==> src/rtl/cmpc_defs.svh <==
// Purpose: constants for the converter mode and pin control block
// Assumes: one clock at 50 MHz
// Notes: offsets are indices of the serial configuration space
`ifndef CMPC_DEFS_SVH
`define CMPC_DEFS_SVH
`define CMPC_CLK_PERIOD_NS 20
`define CMPC_ADDR_CONFIG 4'h0
`define CMPC_ADDR_RANGE_I 4'h3
`define CMPC_ADDR_RANGE_Q 4'hB
`define CMPC_BIT_CAL 15
`define CMPC_BIT_PHASE 14
`define CMPC_BIT_INTERLEAVE 7
`define CMPC_BIT_QUAD 6
`define CMPC_CONFIG_RESET 16'h0000
`define CMPC_RANGE_MIN 16'h0000
`define CMPC_RANGE_MID 16'h8000
`define CMPC_RANGE_RESET 16'h8000
`define CMPC_CAL_LOW_NS 1280
`define CMPC_CAL_HIGH_NS 1280
`define CMPC_CAL_RUN_NS 20000
`endif

==> src/rtl/cmpc_pkg.sv <==
// Purpose: types shared by the mode control block
// Assumes: nothing
// Notes: states only; numbers live in the header
package cmpc_pkg;
  typedef enum logic [1:0] {CAL_WAIT_LOW, CAL_ARMED, CAL_WAIT_HIGH, CAL_RUN} cmpc_cal_state_type;
endpackage : cmpc_pkg

==> src/rtl/cmpc_mode_ctrl.sv <==
// Purpose: mode pins, extended control registers and calibration sequencing
// Assumes: pins asynchronous to mclk_i; register port on mclk_i
// Notes: serial protocol lives outside; this block sees a plain register port
`timescale 1ns/1ns
`include "cmpc_defs.svh"
module cmpc_mode_ctrl #(
  parameter int CAL_RUN_CYCLES = (`CMPC_CAL_RUN_NS + `CMPC_CLK_PERIOD_NS - 1) / `CMPC_CLK_PERIOD_NS,
  parameter int RANGE_WIDTH = 16
) (
  // Clock and reset
  input wire logic mclk_i,
  input wire logic arst_n_i,
  // Control pins from the host
  input wire logic calibration_request_i,
  input wire logic output_phase_select_i,
  input wire logic interleave_select_i,
  input wire logic extended_control_enable_n_i,
  input wire logic full_scale_range_select_i,
  input wire logic non_demux_select_i,
  // Register port, serial side already decoded
  input wire logic [3:0] reg_addr_i,
  input wire logic [15:0] reg_wdata_i,
  input wire logic reg_write_i,
  input wire logic reg_read_i,
  output logic [15:0] reg_rdata_o,
  // Resolved settings
  output logic calibration_active_o,
  output logic extended_control_mode_o,
  output logic non_demux_o,
  output logic phase_valid_o,
  output logic output_phase_o,
  output logic interleave_o,
  output logic convert_quad_input_o,
  output logic [RANGE_WIDTH-1:0] range_in_phase_o,
  output logic [RANGE_WIDTH-1:0] range_quadrature_o
);
  localparam int CAL_LOW_CYCLES = (`CMPC_CAL_LOW_NS + `CMPC_CLK_PERIOD_NS - 1) / `CMPC_CLK_PERIOD_NS;
  localparam int CAL_HIGH_CYCLES = (`CMPC_CAL_HIGH_NS + `CMPC_CLK_PERIOD_NS - 1) / `CMPC_CLK_PERIOD_NS;
  localparam int CNT_W = 16;

  // Elaboration checks
  if (CAL_RUN_CYCLES < 1 || CAL_RUN_CYCLES >= (1 << CNT_W))
  begin : g_bad_run
    $error("CAL_RUN_CYCLES out of range");
  end
  if (RANGE_WIDTH != 16)
  begin : g_bad_range
    $error("RANGE_WIDTH must be 16");
  end

  logic [5:0] pins_sync;
  logic cal_pin_s;
  logic phase_pin_s;
  logic ilv_pin_s;
  logic range_pin_s;
  logic nondemux_pin_s;
  // High while the register port owns the settings
  logic ext_mode;
  logic [15:0] config_reg;
  logic [15:0] range_i_reg;
  logic [15:0] range_q_reg;
  logic cal_combined;
  cmpc_pkg::cmpc_cal_state_type cal_state_reg;
  logic [CNT_W-1:0] cal_cnt_reg;

  // Pin synchronisers
  // Enable goes in inverted: cleared flops then mean pin mode, not a false extended mode
  cmpc_sync #(
    .WIDTH(6)
  ) u_sync (
    .mclk_i(mclk_i),
    .arst_n_i(arst_n_i),
    .async_i({calibration_request_i, output_phase_select_i, interleave_select_i,
              !extended_control_enable_n_i, full_scale_range_select_i, non_demux_select_i}),
    .sync_o(pins_sync)
  );

  assign cal_pin_s = pins_sync[5];
  assign phase_pin_s = pins_sync[4];
  assign ilv_pin_s = pins_sync[3];
  assign range_pin_s = pins_sync[1];
  assign nondemux_pin_s = pins_sync[0];

  assign ext_mode = pins_sync[2];

  // Address decode shared by write and read
  function automatic logic [1:0] cmpc_decode(input logic [3:0] addr);
    case (addr)
      `CMPC_ADDR_CONFIG: cmpc_decode = 2'h1;
      `CMPC_ADDR_RANGE_I: cmpc_decode = 2'h2;
      `CMPC_ADDR_RANGE_Q: cmpc_decode = 2'h3;
      default: cmpc_decode = 2'h0;
    endcase
  endfunction : cmpc_decode

  // Registers held at defaults outside extended mode
  always_ff @(posedge mclk_i or negedge arst_n_i)
  begin
    if (!arst_n_i)
    begin
      config_reg <= `CMPC_CONFIG_RESET;
      range_i_reg <= `CMPC_RANGE_RESET;
      range_q_reg <= `CMPC_RANGE_RESET;
    end
    else if (!ext_mode)
    begin
      // Written settings are lost as soon as the port closes
      config_reg <= `CMPC_CONFIG_RESET;
      range_i_reg <= `CMPC_RANGE_RESET;
      range_q_reg <= `CMPC_RANGE_RESET;
    end
    else if (reg_write_i)
    begin
      case (cmpc_decode(reg_addr_i))
        2'h1: config_reg <= reg_wdata_i;
        2'h2: range_i_reg <= reg_wdata_i;
        2'h3: range_q_reg <= reg_wdata_i;
        default: ;
      endcase
    end
  end

  // Read data one cycle after the strobe; port dead outside extended mode
  always_ff @(posedge mclk_i or negedge arst_n_i)
  begin
    if (!arst_n_i)
    begin
      reg_rdata_o <= 16'h0000;
    end
    else if (reg_read_i && ext_mode)
    begin
      case (cmpc_decode(reg_addr_i))
        2'h1: reg_rdata_o <= config_reg;
        2'h2: reg_rdata_o <= range_i_reg;
        2'h3: reg_rdata_o <= range_q_reg;
        default: reg_rdata_o <= 16'h0000;
      endcase
    end
    else
    begin
      reg_rdata_o <= 16'h0000;
    end
  end

  // Pin ORed with config bit in extended mode
  // Bit is a level: software clears it before it can ask again
  assign cal_combined = cal_pin_s | (ext_mode & config_reg[`CMPC_BIT_CAL]);

  // Low then high qualification; one run per qualified rise
  always_ff @(posedge mclk_i or negedge arst_n_i)
  begin
    if (!arst_n_i)
    begin
      cal_state_reg <= cmpc_pkg::CAL_WAIT_LOW;
      cal_cnt_reg <= 16'h0000;
    end
    else
    begin
      case (cal_state_reg)
        cmpc_pkg::CAL_WAIT_LOW:
        begin
          // Low time counted; any high restarts the count
          if (cal_combined)
          begin
            cal_cnt_reg <= 16'h0000;
          end
          else if (cal_cnt_reg >= CNT_W'(CAL_LOW_CYCLES - 1))
          begin
            cal_cnt_reg <= 16'h0000;
            cal_state_reg <= cmpc_pkg::CAL_ARMED;
          end
          else
          begin
            cal_cnt_reg <= cal_cnt_reg + 16'h0001;
          end
        end
        cmpc_pkg::CAL_ARMED:
        begin
          if (cal_combined)
          begin
            cal_cnt_reg <= 16'h0001;
            cal_state_reg <= cmpc_pkg::CAL_WAIT_HIGH;
          end
        end
        cmpc_pkg::CAL_WAIT_HIGH:
        begin
          // A glitch high too short falls back to needing a fresh low
          if (!cal_combined)
          begin
            cal_cnt_reg <= 16'h0000;
            cal_state_reg <= cmpc_pkg::CAL_WAIT_LOW;
          end
          else if (cal_cnt_reg >= CNT_W'(CAL_HIGH_CYCLES))
          begin
            cal_cnt_reg <= 16'h0000;
            cal_state_reg <= cmpc_pkg::CAL_RUN;
          end
          else
          begin
            cal_cnt_reg <= cal_cnt_reg + 16'h0001;
          end
        end
        cmpc_pkg::CAL_RUN:
        begin
          // Request level ignored while running; a new low is needed later
          if (cal_cnt_reg >= CNT_W'(CAL_RUN_CYCLES - 1))
          begin
            cal_cnt_reg <= 16'h0000;
            cal_state_reg <= cmpc_pkg::CAL_WAIT_LOW;
          end
          else
          begin
            cal_cnt_reg <= cal_cnt_reg + 16'h0001;
          end
        end
        default:
        begin
          cal_cnt_reg <= 16'h0000;
          cal_state_reg <= cmpc_pkg::CAL_WAIT_LOW;
        end
      endcase
    end
  end

  // Active flag follows the run state
  always_ff @(posedge mclk_i or negedge arst_n_i)
  begin
    if (!arst_n_i)
    begin
      calibration_active_o <= 1'b0;
    end
    else
    begin
      calibration_active_o <= (cal_state_reg == cmpc_pkg::CAL_WAIT_HIGH &&
                               cal_combined && cal_cnt_reg >= CNT_W'(CAL_HIGH_CYCLES)) ||
                              (cal_state_reg == cmpc_pkg::CAL_RUN &&
                               cal_cnt_reg < CNT_W'(CAL_RUN_CYCLES - 1));
    end
  end

  // Resolved output settings, registered
  always_ff @(posedge mclk_i or negedge arst_n_i)
  begin
    if (!arst_n_i)
    begin
      extended_control_mode_o <= 1'b0;
      non_demux_o <= 1'b0;
      phase_valid_o <= 1'b0;
      output_phase_o <= 1'b0;
      interleave_o <= 1'b0;
      convert_quad_input_o <= 1'b0;
      range_in_phase_o <= `CMPC_RANGE_MIN;
      range_quadrature_o <= `CMPC_RANGE_MIN;
    end
    else
    begin
      extended_control_mode_o <= ext_mode;
      non_demux_o <= nondemux_pin_s;
      phase_valid_o <= !nondemux_pin_s;
      // Register bit in extended mode
      // Forced low in 1:1 so no stale phase leaks out
      output_phase_o <= !nondemux_pin_s && (ext_mode ? config_reg[`CMPC_BIT_PHASE] : phase_pin_s);
      interleave_o <= ext_mode ? config_reg[`CMPC_BIT_INTERLEAVE] : ilv_pin_s;
      convert_quad_input_o <= ext_mode && config_reg[`CMPC_BIT_INTERLEAVE] && config_reg[`CMPC_BIT_QUAD];
      // Pin high is mid, pin low is minimum
      range_in_phase_o <= ext_mode ? range_i_reg : (range_pin_s ? `CMPC_RANGE_MID : `CMPC_RANGE_MIN);
      range_quadrature_o <= ext_mode ? range_q_reg : (range_pin_s ? `CMPC_RANGE_MID : `CMPC_RANGE_MIN);
    end
  end
endmodule : cmpc_mode_ctrl

==> src/rtl/cmpc_sync.sv <==
// Purpose: two-flop synchroniser for a bus of pin levels
// Assumes: inputs are asynchronous levels
// Notes: first stage feeds only the second
`timescale 1ns/1ns
module cmpc_sync #(
  parameter int WIDTH = 1
) (
  // Clock and reset
  input wire logic mclk_i,
  input wire logic arst_n_i,
  // Levels
  input wire logic [WIDTH-1:0] async_i,
  output logic [WIDTH-1:0] sync_o
);
  logic [WIDTH-1:0] stage1_reg;

  // Two stages against metastability
  always_ff @(posedge mclk_i or negedge arst_n_i)
  begin
    if (!arst_n_i)
    begin
      stage1_reg <= '0;
      sync_o <= '0;
    end
    else
    begin
      stage1_reg <= async_i;
      sync_o <= stage1_reg;
    end
  end
endmodule : cmpc_sync

==> config.mk <==
export PLATFORM = sky130hd
export DESIGN_NAME = cmpc_mode_ctrl
export DESIGN_NICKNAME = d
export VERILOG_FILES = /design/src/rtl/cmpc_pkg.sv /design/src/rtl/cmpc_mode_ctrl.sv /design/src/rtl/cmpc_sync.sv
export VERILOG_INCLUDE_DIRS = /design/src /design/src/rtl
export SDC_FILE = /design/constraint.sdc
export NUM_CORES = 1
export LEC_CHECK = 0
export ABC_AREA = 1
export CELL_PAD_IN_SITES_DETAIL_PLACEMENT = 1
export CELL_PAD_IN_SITES_GLOBAL_PLACEMENT = 2
export CORE_MARGIN = 2
export CORE_UTILIZATION = 38
export DETAILED_ROUTE_END_ITERATION = 10
export DONT_BUFFER_PORTS = 1
export GPL_TIMING_DRIVEN = 0
export PLACE_DENSITY = 0.9
export SLEW_MARGIN = 0
export SYNTH_ARGS = -nofsm -noshare
export SYNTH_HDL_FRONTEND = slang
export SYNTH_HIERARCHICAL = 1
export SYNTH_SLANG_ARGS = --single-unit
==> constraint.sdc <==
create_clock -name mclk_i -period 2.06 [get_ports mclk_i]
set_input_delay 0.412 -clock mclk_i [delete_from_list [all_inputs] [get_ports mclk_i]]
set_output_delay 0.412 -clock mclk_i [all_outputs]
set_load 0.05 [all_outputs]
==> run metrics, run 1 <==
proportion of power drawn by the clock network 50.1%; failing checks negative hold slack; IO Pins 85; worst setup margin 0.3397 ns; Hold Slack -0.3101 ns; PD cells 966.1 nW/um2; RSZ-0062 raised after global routing no; detailed-route wire length per cell 16.85 um; DP HPWL 9038 um; switching share of power 22.71%; Via density 4.858; die outline height 122.1 um; area leader, netlist dfrtp_1; Avg Inst Size Synth 9.089 um2; placed cell areas between 5000 and 6000 um2; total power approximately 0.0059 W; worst min-delay path class in -> async; grt ovf 0; relative slew slack 51.84%; Antenna diodes 0; FF-to-FF setup slack around 0.34 ns; final instance area 6130 um2; core footprint 13770 um2; crit-path max FO 7; Mapped Cells ~580; Seq pwr share around 47%; Tmin final between 1.5 and 2 ns; antenna-violating nets left 0; most common library cell in the layout ignoring fill and taps nand2_1; Sink Count 133; dpl ws 0.3536 ns; Met3 Wirelength 651 um; Crit Path Category reg -> reg; final setup fails 0; worst r2r src cal_cnt_reg[0]; Max Root-Sink Buffers 2; Yosys cell types 33; post-CTS resize count 0; internal power 0.004577 W; drt total wl roughly 13000 um; GPL Wtd Cong 0.8113; part of the power in combinational logic 3.1%; Max VDD drop 0.0003998 V; Global Route Usage Sum 19.46%; CTS buffer count 17; Worst setup SP type flop; TritonCTS clock tree yes; worst path arrival time 2.02 ns; Starting Density 38.47%; layout cells sized above 1 approximately a tenth; Post-CTS Setup Inserts 0; met1 WL 5920 um; register bit count reported by yosys approximately 130; Psw 0.001345 W; first drt pass iteration count 4; H-tree Lvls 4; die area 14900 um2; vias slightly below 4000; Clock Tree Root clkbuf_16; Yosys warning count 6; Leakage 3.421 nW; initial antenna violation count 0; Top Layer Used met4; first-pass GRT wire length 21510 um; commonest cells after routing, fill and taps aside 186 x nand2_1, 131 x dfrtp_1, 90 x inv_1, 46 x o21ai_0, 37 x nor2_1; DRC Markers 0; Buffers on Ports 0; register area share after synthesis 62.86%; Site Rows 43; clock skew 0.006206 ns; Reg clk slew, reported paths ~0.06 ns; die width 122.1 um; DR WL met2 between 6000 and 7000 um; crit path from cal_cnt_reg[0]; Worst EP required 2.36 ns; largest cells by area after synthesis dfrtp_1 62%, nand2_1 13%, inv_1 6.4%; Worst setup EP type flop; Slew Limit Fails 0; pin count of the biggest net entering global routing 134; Post-Syn Area about 5300 um2; share of the synthesized area in the top cell type 61.87%; DRC marker count from the first detailed-route iteration approximately 240; clk_lat worst skew 0.42 ns; final hold viol count 133; setup TNS 0 ns; outcome finished with violations; area growth from synthesis to final layout 15.68%; Max Cap Viol 0; Tcrit/Tclk final 83.51%; post-synthesis net count 615; vias in the first global route between 4000 and 5000; Max Fclk 0.5813 GHz; worst-margin pin slew 0.7224 ns; nets@finish 636
==> per-stage QoR <==
step,util (%),hold WS (ns),std cells
2_1_floorplan,-,0.1164,583
3_3_place_gp,40.11,0.1220,763
3_5_place_dp,40.11,0.1214,763
4_1_cts,44.36,-0.3257,795
5_1_grt,44.50,-0.3252,797
6_report,44.50,-0.3101,797
==> per-layer routing <==
layer	GRT usage (%)	vias to the layer above
met1	24.69	1962
met4	7.112	0
met2	31.70	69
met5	0	-
li1	-	1821
met3	5.618	20
==> power groups by stage <==
stage	clock network (W)	registers (W)	logic (W)
CTS	0.00302	0.00277	0.000184
detailed placement	0	0.00282	0.000182
floorplan	0	0.00281	0.000127
global route	0.00312	0.00278	0.000210
global placement	0	0.00281	0.000175
finish	0.00297	0.00277	0.000184
==> logic make-up (layout without fill, tap and decap cells) <==
logic type	count (synthesis)	after routing	synth area share (%)
XOR/XNOR	4	4	0.6613
buffers and inverters	115	149	8.642
multiplexers	1	1	0.1889
flip-flops	133	133	62.86
adder cells (fa/ha/maj)	2	2	0.4722
AND/OR/NAND/NOR	261	261	20.31
AO/OA/AOI/OAI	67	67	6.871
==> layout make-up <==
class / count / area (um2)
Sequential cell: 133 / 3331
Clock inverter: 11 / 125.1
Buffer: 20 / 101.3
Fill cell: 1633 / 7644
Inverter: 95 / 356.6
Timing Repair Buffer: 2 / 20.02
Tap cell: 180 / 225.2
Clock buffer: 21 / 460.4
Multi-Input combinational cell: 335 / 1510
==> cell usage after synthesis, drive strengths merged <==
library cell    n
nor3            2
dfstp           2
o211ai          2
mux2i           1
inv            95
nand3          26
ha              2
nor2           41
buf            13
o221ai          1
nand4           3
xor2            3
o21ai          53
and2            1
o22ai           1
a21oi          10
dfrtp         131
clkbuf          7
or2             1
nand2         187
xnor2           1
==> critical path: stages, from the launching register on <==
cell     delay (ns)
dfrtp_1        0.44
ha_1           0.25
nand2_1        0.11
a21oi_2        0.18
nand2_1        0.09
nand2_1        0.13
nand3_2        0.12
nor2_4         0.20
nor2_1         0.07
==> final timing paths <==
kind | endpoint | cells after the start
setup / recovery | cal_cnt_reg[5] | 8
hold / removal | u_sync/stage1_reg[3] | 0
hold reg to reg | u_sync/sync_o[5] | 0
max in group asynchronous | range_i_reg[5] | 0
min in group mclk_i | u_sync/stage1_reg[3] | 0
setup reg to reg | cal_cnt_reg[5] | 8
Power figures use the tool's default switching activity.
==> run 2: changes to the inputs <==
Clock period 2.06 ns to 1.6 ns, I/O delays scaled along.
==> run metrics, run 2 (synthesis gave the netlist of run 1 again) <==
outcome finished with violations; failing checks negative hold slack; Reg2Reg Depth 8 (unchanged); worst-margin pin slew 0.7170 ns (-0.005380 ns); PD cells 1223 nW/um2 (+27%); H-tree Lvls 4 (unchanged); GPL Wtd Cong 0.8113 (unchanged); Sink Count 133 (unchanged); Cells after DPL 763 (unchanged); Max Root-Sink Buffers 2 (unchanged); Worst setup SP type flop; die width 122.1 um (unchanged); first-pass GRT wire length 21690 um (+0.83%); worst path arrival time 1.82 ns (-0.20 ns); initial antenna violation count 0 (unchanged); DRC Markers 0 (unchanged); first drt pass iteration count 4 (unchanged); TritonCTS clock tree yes; Slew Limit Fails 0 (unchanged); Worst EP required 1.90 ns (-0.46 ns); final instance area 6255 um2 (+2.0%); Crit Path Category reg -> reg; Reg clk slew, reported paths 0.06 ns (about the same); relative slew slack 52.15% (+0.31 points); final hold viol count 133 (unchanged); worst min-delay path class in -> async; CTS buffer count 17 (unchanged); worst setup margin 0.07638 ns (-0.2633 ns); Tcrit/Tclk final 95.23% (+12 points); nets@finish 645 (+1.4%); vias in the first global route 4152 (+1.2%); detailed-route wire length per cell 17.17 um (+1.9%); placed cell areas 5524 um2 (unchanged); Max VDD drop 0.0005185 V (+30%); DP HPWL 9038 um (unchanged); Fillers 1631 (-0.12%); IO Pins 85 (unchanged); Leakage 3.478 nW (+1.7%); Worst setup EP type flop; Site Rows 43 (unchanged); dpl ws -0.1064 ns (-0.4600 ns); most common library cell in the layout ignoring fill and taps nand2_1; Tmin final 1.524 ns (-0.1967 ns); RSZ-0062 raised after global routing yes; pin count of the biggest net entering global routing 134 (unchanged); vias 3943 (+1.8%); CTS Hold Bufs 6; core footprint 13770 um2 (unchanged); crit path from cal_cnt_reg[1]; Global Route Usage Sum 19.62% (+0.16 points); FF-to-FF setup slack 0.08 ns (-0.26 ns); clock skew 0.005409 ns (-0.0007967 ns); Clock Tree Root clkbuf_16; Hold Slack -0.3992 ns (-0.08909 ns); Max Cap Viol 0 (unchanged); Antenna diodes 0 (unchanged); commonest cells after routing, fill and taps aside 183 x nand2_1, 131 x dfrtp_1, 90 x inv_1, 46 x o21ai_0, 35 x nor2_1; area growth from synthesis to final layout 18.04%; layout cells sized above 1 12.30% (+2.3 points); reg2reg end cal_cnt_reg[4]; total power 0.007647 W (+29%); crit-path max FO 7 (unchanged); Via density 4.892 (+0.70%); worst r2r src cal_cnt_reg[1]; Buffers on Ports 0 (unchanged); final setup fails 0 (unchanged); grt ovf 0 (unchanged); Starting Density 38.47% (unchanged); die area 14900 um2 (unchanged); clk_lat worst skew 0.41 ns (about the same); die outline height 122.1 um (unchanged); final cell count without fillers 806 (+1.1%); DRC marker count from the first detailed-route iteration 286 (+21%); Max Fclk 0.6563 GHz (+13%); antenna-violating nets left 0 (unchanged); drt total wl 13840 um (+3.0%)
-- run 2: cell type report --
cell class / instances / area (um2) / area share (%)
Tap cell: 180 / 225.2 / 3.601
Multi-Input combinational cell: 335 / 1548 / 24.74
Inverter: 95 / 356.6 / 5.701
Buffer: 19 / 103.9 / 1.660
Timing Repair Buffer: 12 / 105.1 / 1.680
Clock buffer: 21 / 460.4 / 7.361
Clock inverter: 11 / 125.1 / 2.000
Sequential cell: 133 / 3331 / 53.25
-- run 2: how the worst max path moves through the flow --
stage | to | depth (start not counted)
3_5_place_dp | cal_cnt_reg[5] | 8
2_1_floorplan | cal_cnt_reg[5] | 8
4_1_cts | cal_cnt_reg[9] | 8
5_1_grt | cal_cnt_reg[4] | 8
3_3_place_gp | cal_cnt_reg[5] | 8
6_report | cal_cnt_reg[4] | 8
-- run 2: critical path: stages, from the launching register on --
cell,delay [ns]
dfrtp_1,0.41
ha_4,0.18
nand2_2,0.09
a21oi_4,0.19
nand2_2,0.09
nand2_4,0.08
nand3_2,0.10
nor2_4,0.20
nor2_1,0.07
-- run 2: metal layers --
metal	routed length (um)	share of wire [%]	global-route usage [%]	vias up
li1	-	-	-	1845
met1	6112	44	24.77	1991
met2	6821	49	31.53	91
met3	647	4.7	5.665	16
met4	255	1.8	8.333	0
met5	0	0	0	-
-- run 2: what timing repair did --
action / CTS / global route
buffers inserted: 1 / 5
endpoints found under the setup margin: 11 / 14
resized for setup: 3 / 13
pin swaps: 2 / 4
hold endpoints to repair: 139 / 133
-- run 2: per-stage QoR --
step | TNS (ns) | utilization, %
floorplan | 0 | -
detailed placement | -0.7663 | 40.11
global route | -0.1387 | 45.41
finish | 0 | 45.41
CTS | 0 | 44.87
global placement | -0.3381 | 40.11
-- run 2: where the power goes --
group | total [W] | switching [W] | internal, W | leakage [nW]
logic | 0.000267 | 0.000179 | 0.0000882 | 1.41
registers | 0.00357 | 0.000118 | 0.00345 | 1.79
clock network | 0.00381 | 0.00144 | 0.00238 | 0.283
==> run 3: changes to the inputs <==
Settings changed: RECOVER_POWER from default to 100.
==> run metrics, run 3 (synthesis gave the netlist of run 1 again) <==
Leakage 3.467 nW (-0.31%); family with the most delay on the worst path simple AND/OR/NAND/NOR gates; CTS Hold Bufs 6 (unchanged); worst path arrival time 1.82 ns (about the same); final instance area 6250 um2 (about the same); Tcrit/Tclk final 95.20% (about the same); PD cells 1224 nW/um2 (about the same); Worst setup SP type flop; die width 122.1 um (unchanged); switching share of power 22.69% (+0.026 points); antenna-violating nets left 0 (unchanged); FF-to-FF setup slack 0.08 ns (about the same); IO Pins 85 (unchanged); RSZ-0062 raised after global routing yes; Starting Density 38.47% (unchanged); GPL Wtd Cong 0.8113 (unchanged); proportion of power drawn by the clock network 49.9% (about the same); Psw 0.001736 W (+0.13%); sequential cell area 3331 um2 (unchanged); Util after Layout 45.38% (about the same); first drt pass iteration count 4 (unchanged); pin count of the biggest net entering global routing 134 (unchanged); Max Cap Viol 0 (unchanged); clk_lat worst skew 0.41 ns (about the same); Worst setup EP type flop; Fillers 1634 (+0.18%); nets@finish 645 (unchanged); most used cell, CP nand2_2; core footprint 13770 um2 (unchanged); Via density 4.862 (-0.61%); initial antenna violation count 0 (unchanged); Cell Chain, Critical Path ha_4, nand2_2, a21oi_4, nand2_2, nand2_4, nand3_2, nor2_4, nor2_1; die area 14900 um2 (unchanged); Site Rows 43 (unchanged); final setup fails 0 (unchanged); Max Fclk 0.6565 GHz (about the same); Max VDD drop 0.0005194 V (+0.18%); Buffers on Ports 0 (unchanged); H-tree Lvls 4 (unchanged); DRC Markers 0 (unchanged); part of the power in combinational logic 3.5% (about the same); Reg clk slew, reported paths 0.06 ns (about the same); most common library cell in the layout ignoring fill and taps nand2_1; Antenna diodes 0 (unchanged); Reg2Reg Depth 8 (unchanged); Buf/Inv on CP 0 (unchanged); final hold viol count 133 (unchanged); Multi-input gate area 1548 um2 (unchanged); commonest cells after routing, fill and taps aside 183 x nand2_1, 131 x dfrtp_1, 90 x inv_1, 50 x o21ai_0, 35 x nor2_1; DP HPWL 9038 um (unchanged); detailed-route wire length per cell 17.11 um (-0.31%); Hold Slack -0.3979 ns (+0.001314 ns); area growth from synthesis to final layout 17.95% (about the same); relative slew slack 51.77% (-0.37 points); total power 0.007648 W (about the same); first-pass GRT wire length 21690 um (unchanged); Sink Count 133 (unchanged); Clock Tree Root clkbuf_16; worst-margin pin slew 0.7226 ns (+0.005569 ns); Worst EP required 1.90 ns (about the same); Worst path max stage delay 0.41 ns (about the same); Slew Limit Fails 0 (unchanged); die outline height 122.1 um (unchanged); Global Route Usage Sum 19.62% (unchanged); grt ovf 0 (unchanged); TritonCTS clock tree yes; clock skew 0.005848 ns (+0.0004390 ns); DRC marker count from the first detailed-route iteration 293 (+2.4%); worst r2r src cal_cnt_reg[1]; failing checks negative hold slack; CTS buffer count 17 (unchanged); Cells after DPL 763 (unchanged); Tmin final 1.523 ns (-0.0004441 ns); vias 3919 (-0.61%); Slowest-stage cell, CP dfrtp_1; outcome finished with violations; layout cells sized above 1 11.98% (-0.32 points); vias in the first global route 4152 (unchanged); reg2reg end cal_cnt_reg[4]; placed cell areas 5524 um2 (unchanged); internal power 0.005913 W (about the same); worst min-delay path class in -> async; Seq pwr share 46.6% (about the same); drt total wl 13790 um (-0.31%); crit-path max FO 7 (unchanged); final cell count without fillers 806 (unchanged); setup TNS 0 ns (unchanged); Max Root-Sink Buffers 2 (unchanged); Crit Path Category reg -> reg
[run 3: worst max path at each step]
stage | startpoint | end | slack (ns) | cells after the start
after detailed placement | cal_cnt_reg[0] | cal_cnt_reg[5] | -0.11 | 8
final | cal_cnt_reg[1] | cal_cnt_reg[4] | 0.08 | 8
after floorplan | cal_cnt_reg[0] | cal_cnt_reg[5] | 0.18 | 8
after global routing | cal_cnt_reg[1] | cal_cnt_reg[4] | -0.03 | 8
after global placement | cal_cnt_reg[0] | cal_cnt_reg[5] | -0.06 | 8
after CTS | cal_cnt_reg[1] | cal_cnt_reg[9] | 0.01 | 8
[run 3: layout make-up]
type,instances,area share (%)
Buffer,19,1.582
Clock buffer,21,7.367
Clock inverter,11,2.002
Inverter,95,5.706
Multi-Input combinational cell,335,24.76
Sequential cell,133,53.29
Tap cell,180,3.604
Timing Repair Buffer,12,1.682
[run 3: worst reg2reg max path, stage by stage, from the launching register on]
cell	delay [ns]
dfrtp_1	0.41
ha_4	0.18
nand2_2	0.09
a21oi_4	0.19
nand2_2	0.09
nand2_4	0.08
nand3_2	0.10
nor2_4	0.20
nor2_1	0.07
[run 3: power by group through the flow]
stage          sequential [W]  combinational [W]  clock [W]
4_1_cts               0.00356           0.000254    0.00389
6_report              0.00357           0.000265    0.00382
5_1_grt               0.00357           0.000299    0.00403
2_1_floorplan         0.00361           0.000163          0
3_3_place_gp          0.00362           0.000225          0
3_5_place_dp          0.00363           0.000234          0
[run 3: routing by layer]
metal	vias up	GRT usage [%]	share of wire, %
li1	1838	-	-
met1	1973	24.77	44
met2	84	31.53	49
met3	24	5.665	4.3
met4	0	8.333	2.6
met5	-	0	0
[run 3: stage by stage]
| stage | hold slack (ns) | setup WS [ns] |
|---|---|---|
| 6_report | -0.3979 | 0.07683 |
| 5_1_grt | -0.4204 | -0.02710 |
| 4_1_cts | -0.4177 | 0.009618 |
| 3_5_place_dp | 0.02935 | -0.1064 |
| 3_3_place_gp | 0.03001 | -0.05956 |
| 2_1_floorplan | 0.02441 | 0.1810 |
[run 3: timing repair]
item / in CTS / in global routing
buffers inserted: 1 / 5
setup endpoints to repair: 11 / 14
hold endpoints to repair: 139 / 133
resized for setup: 3 / 13
pin swaps: 2 / 4
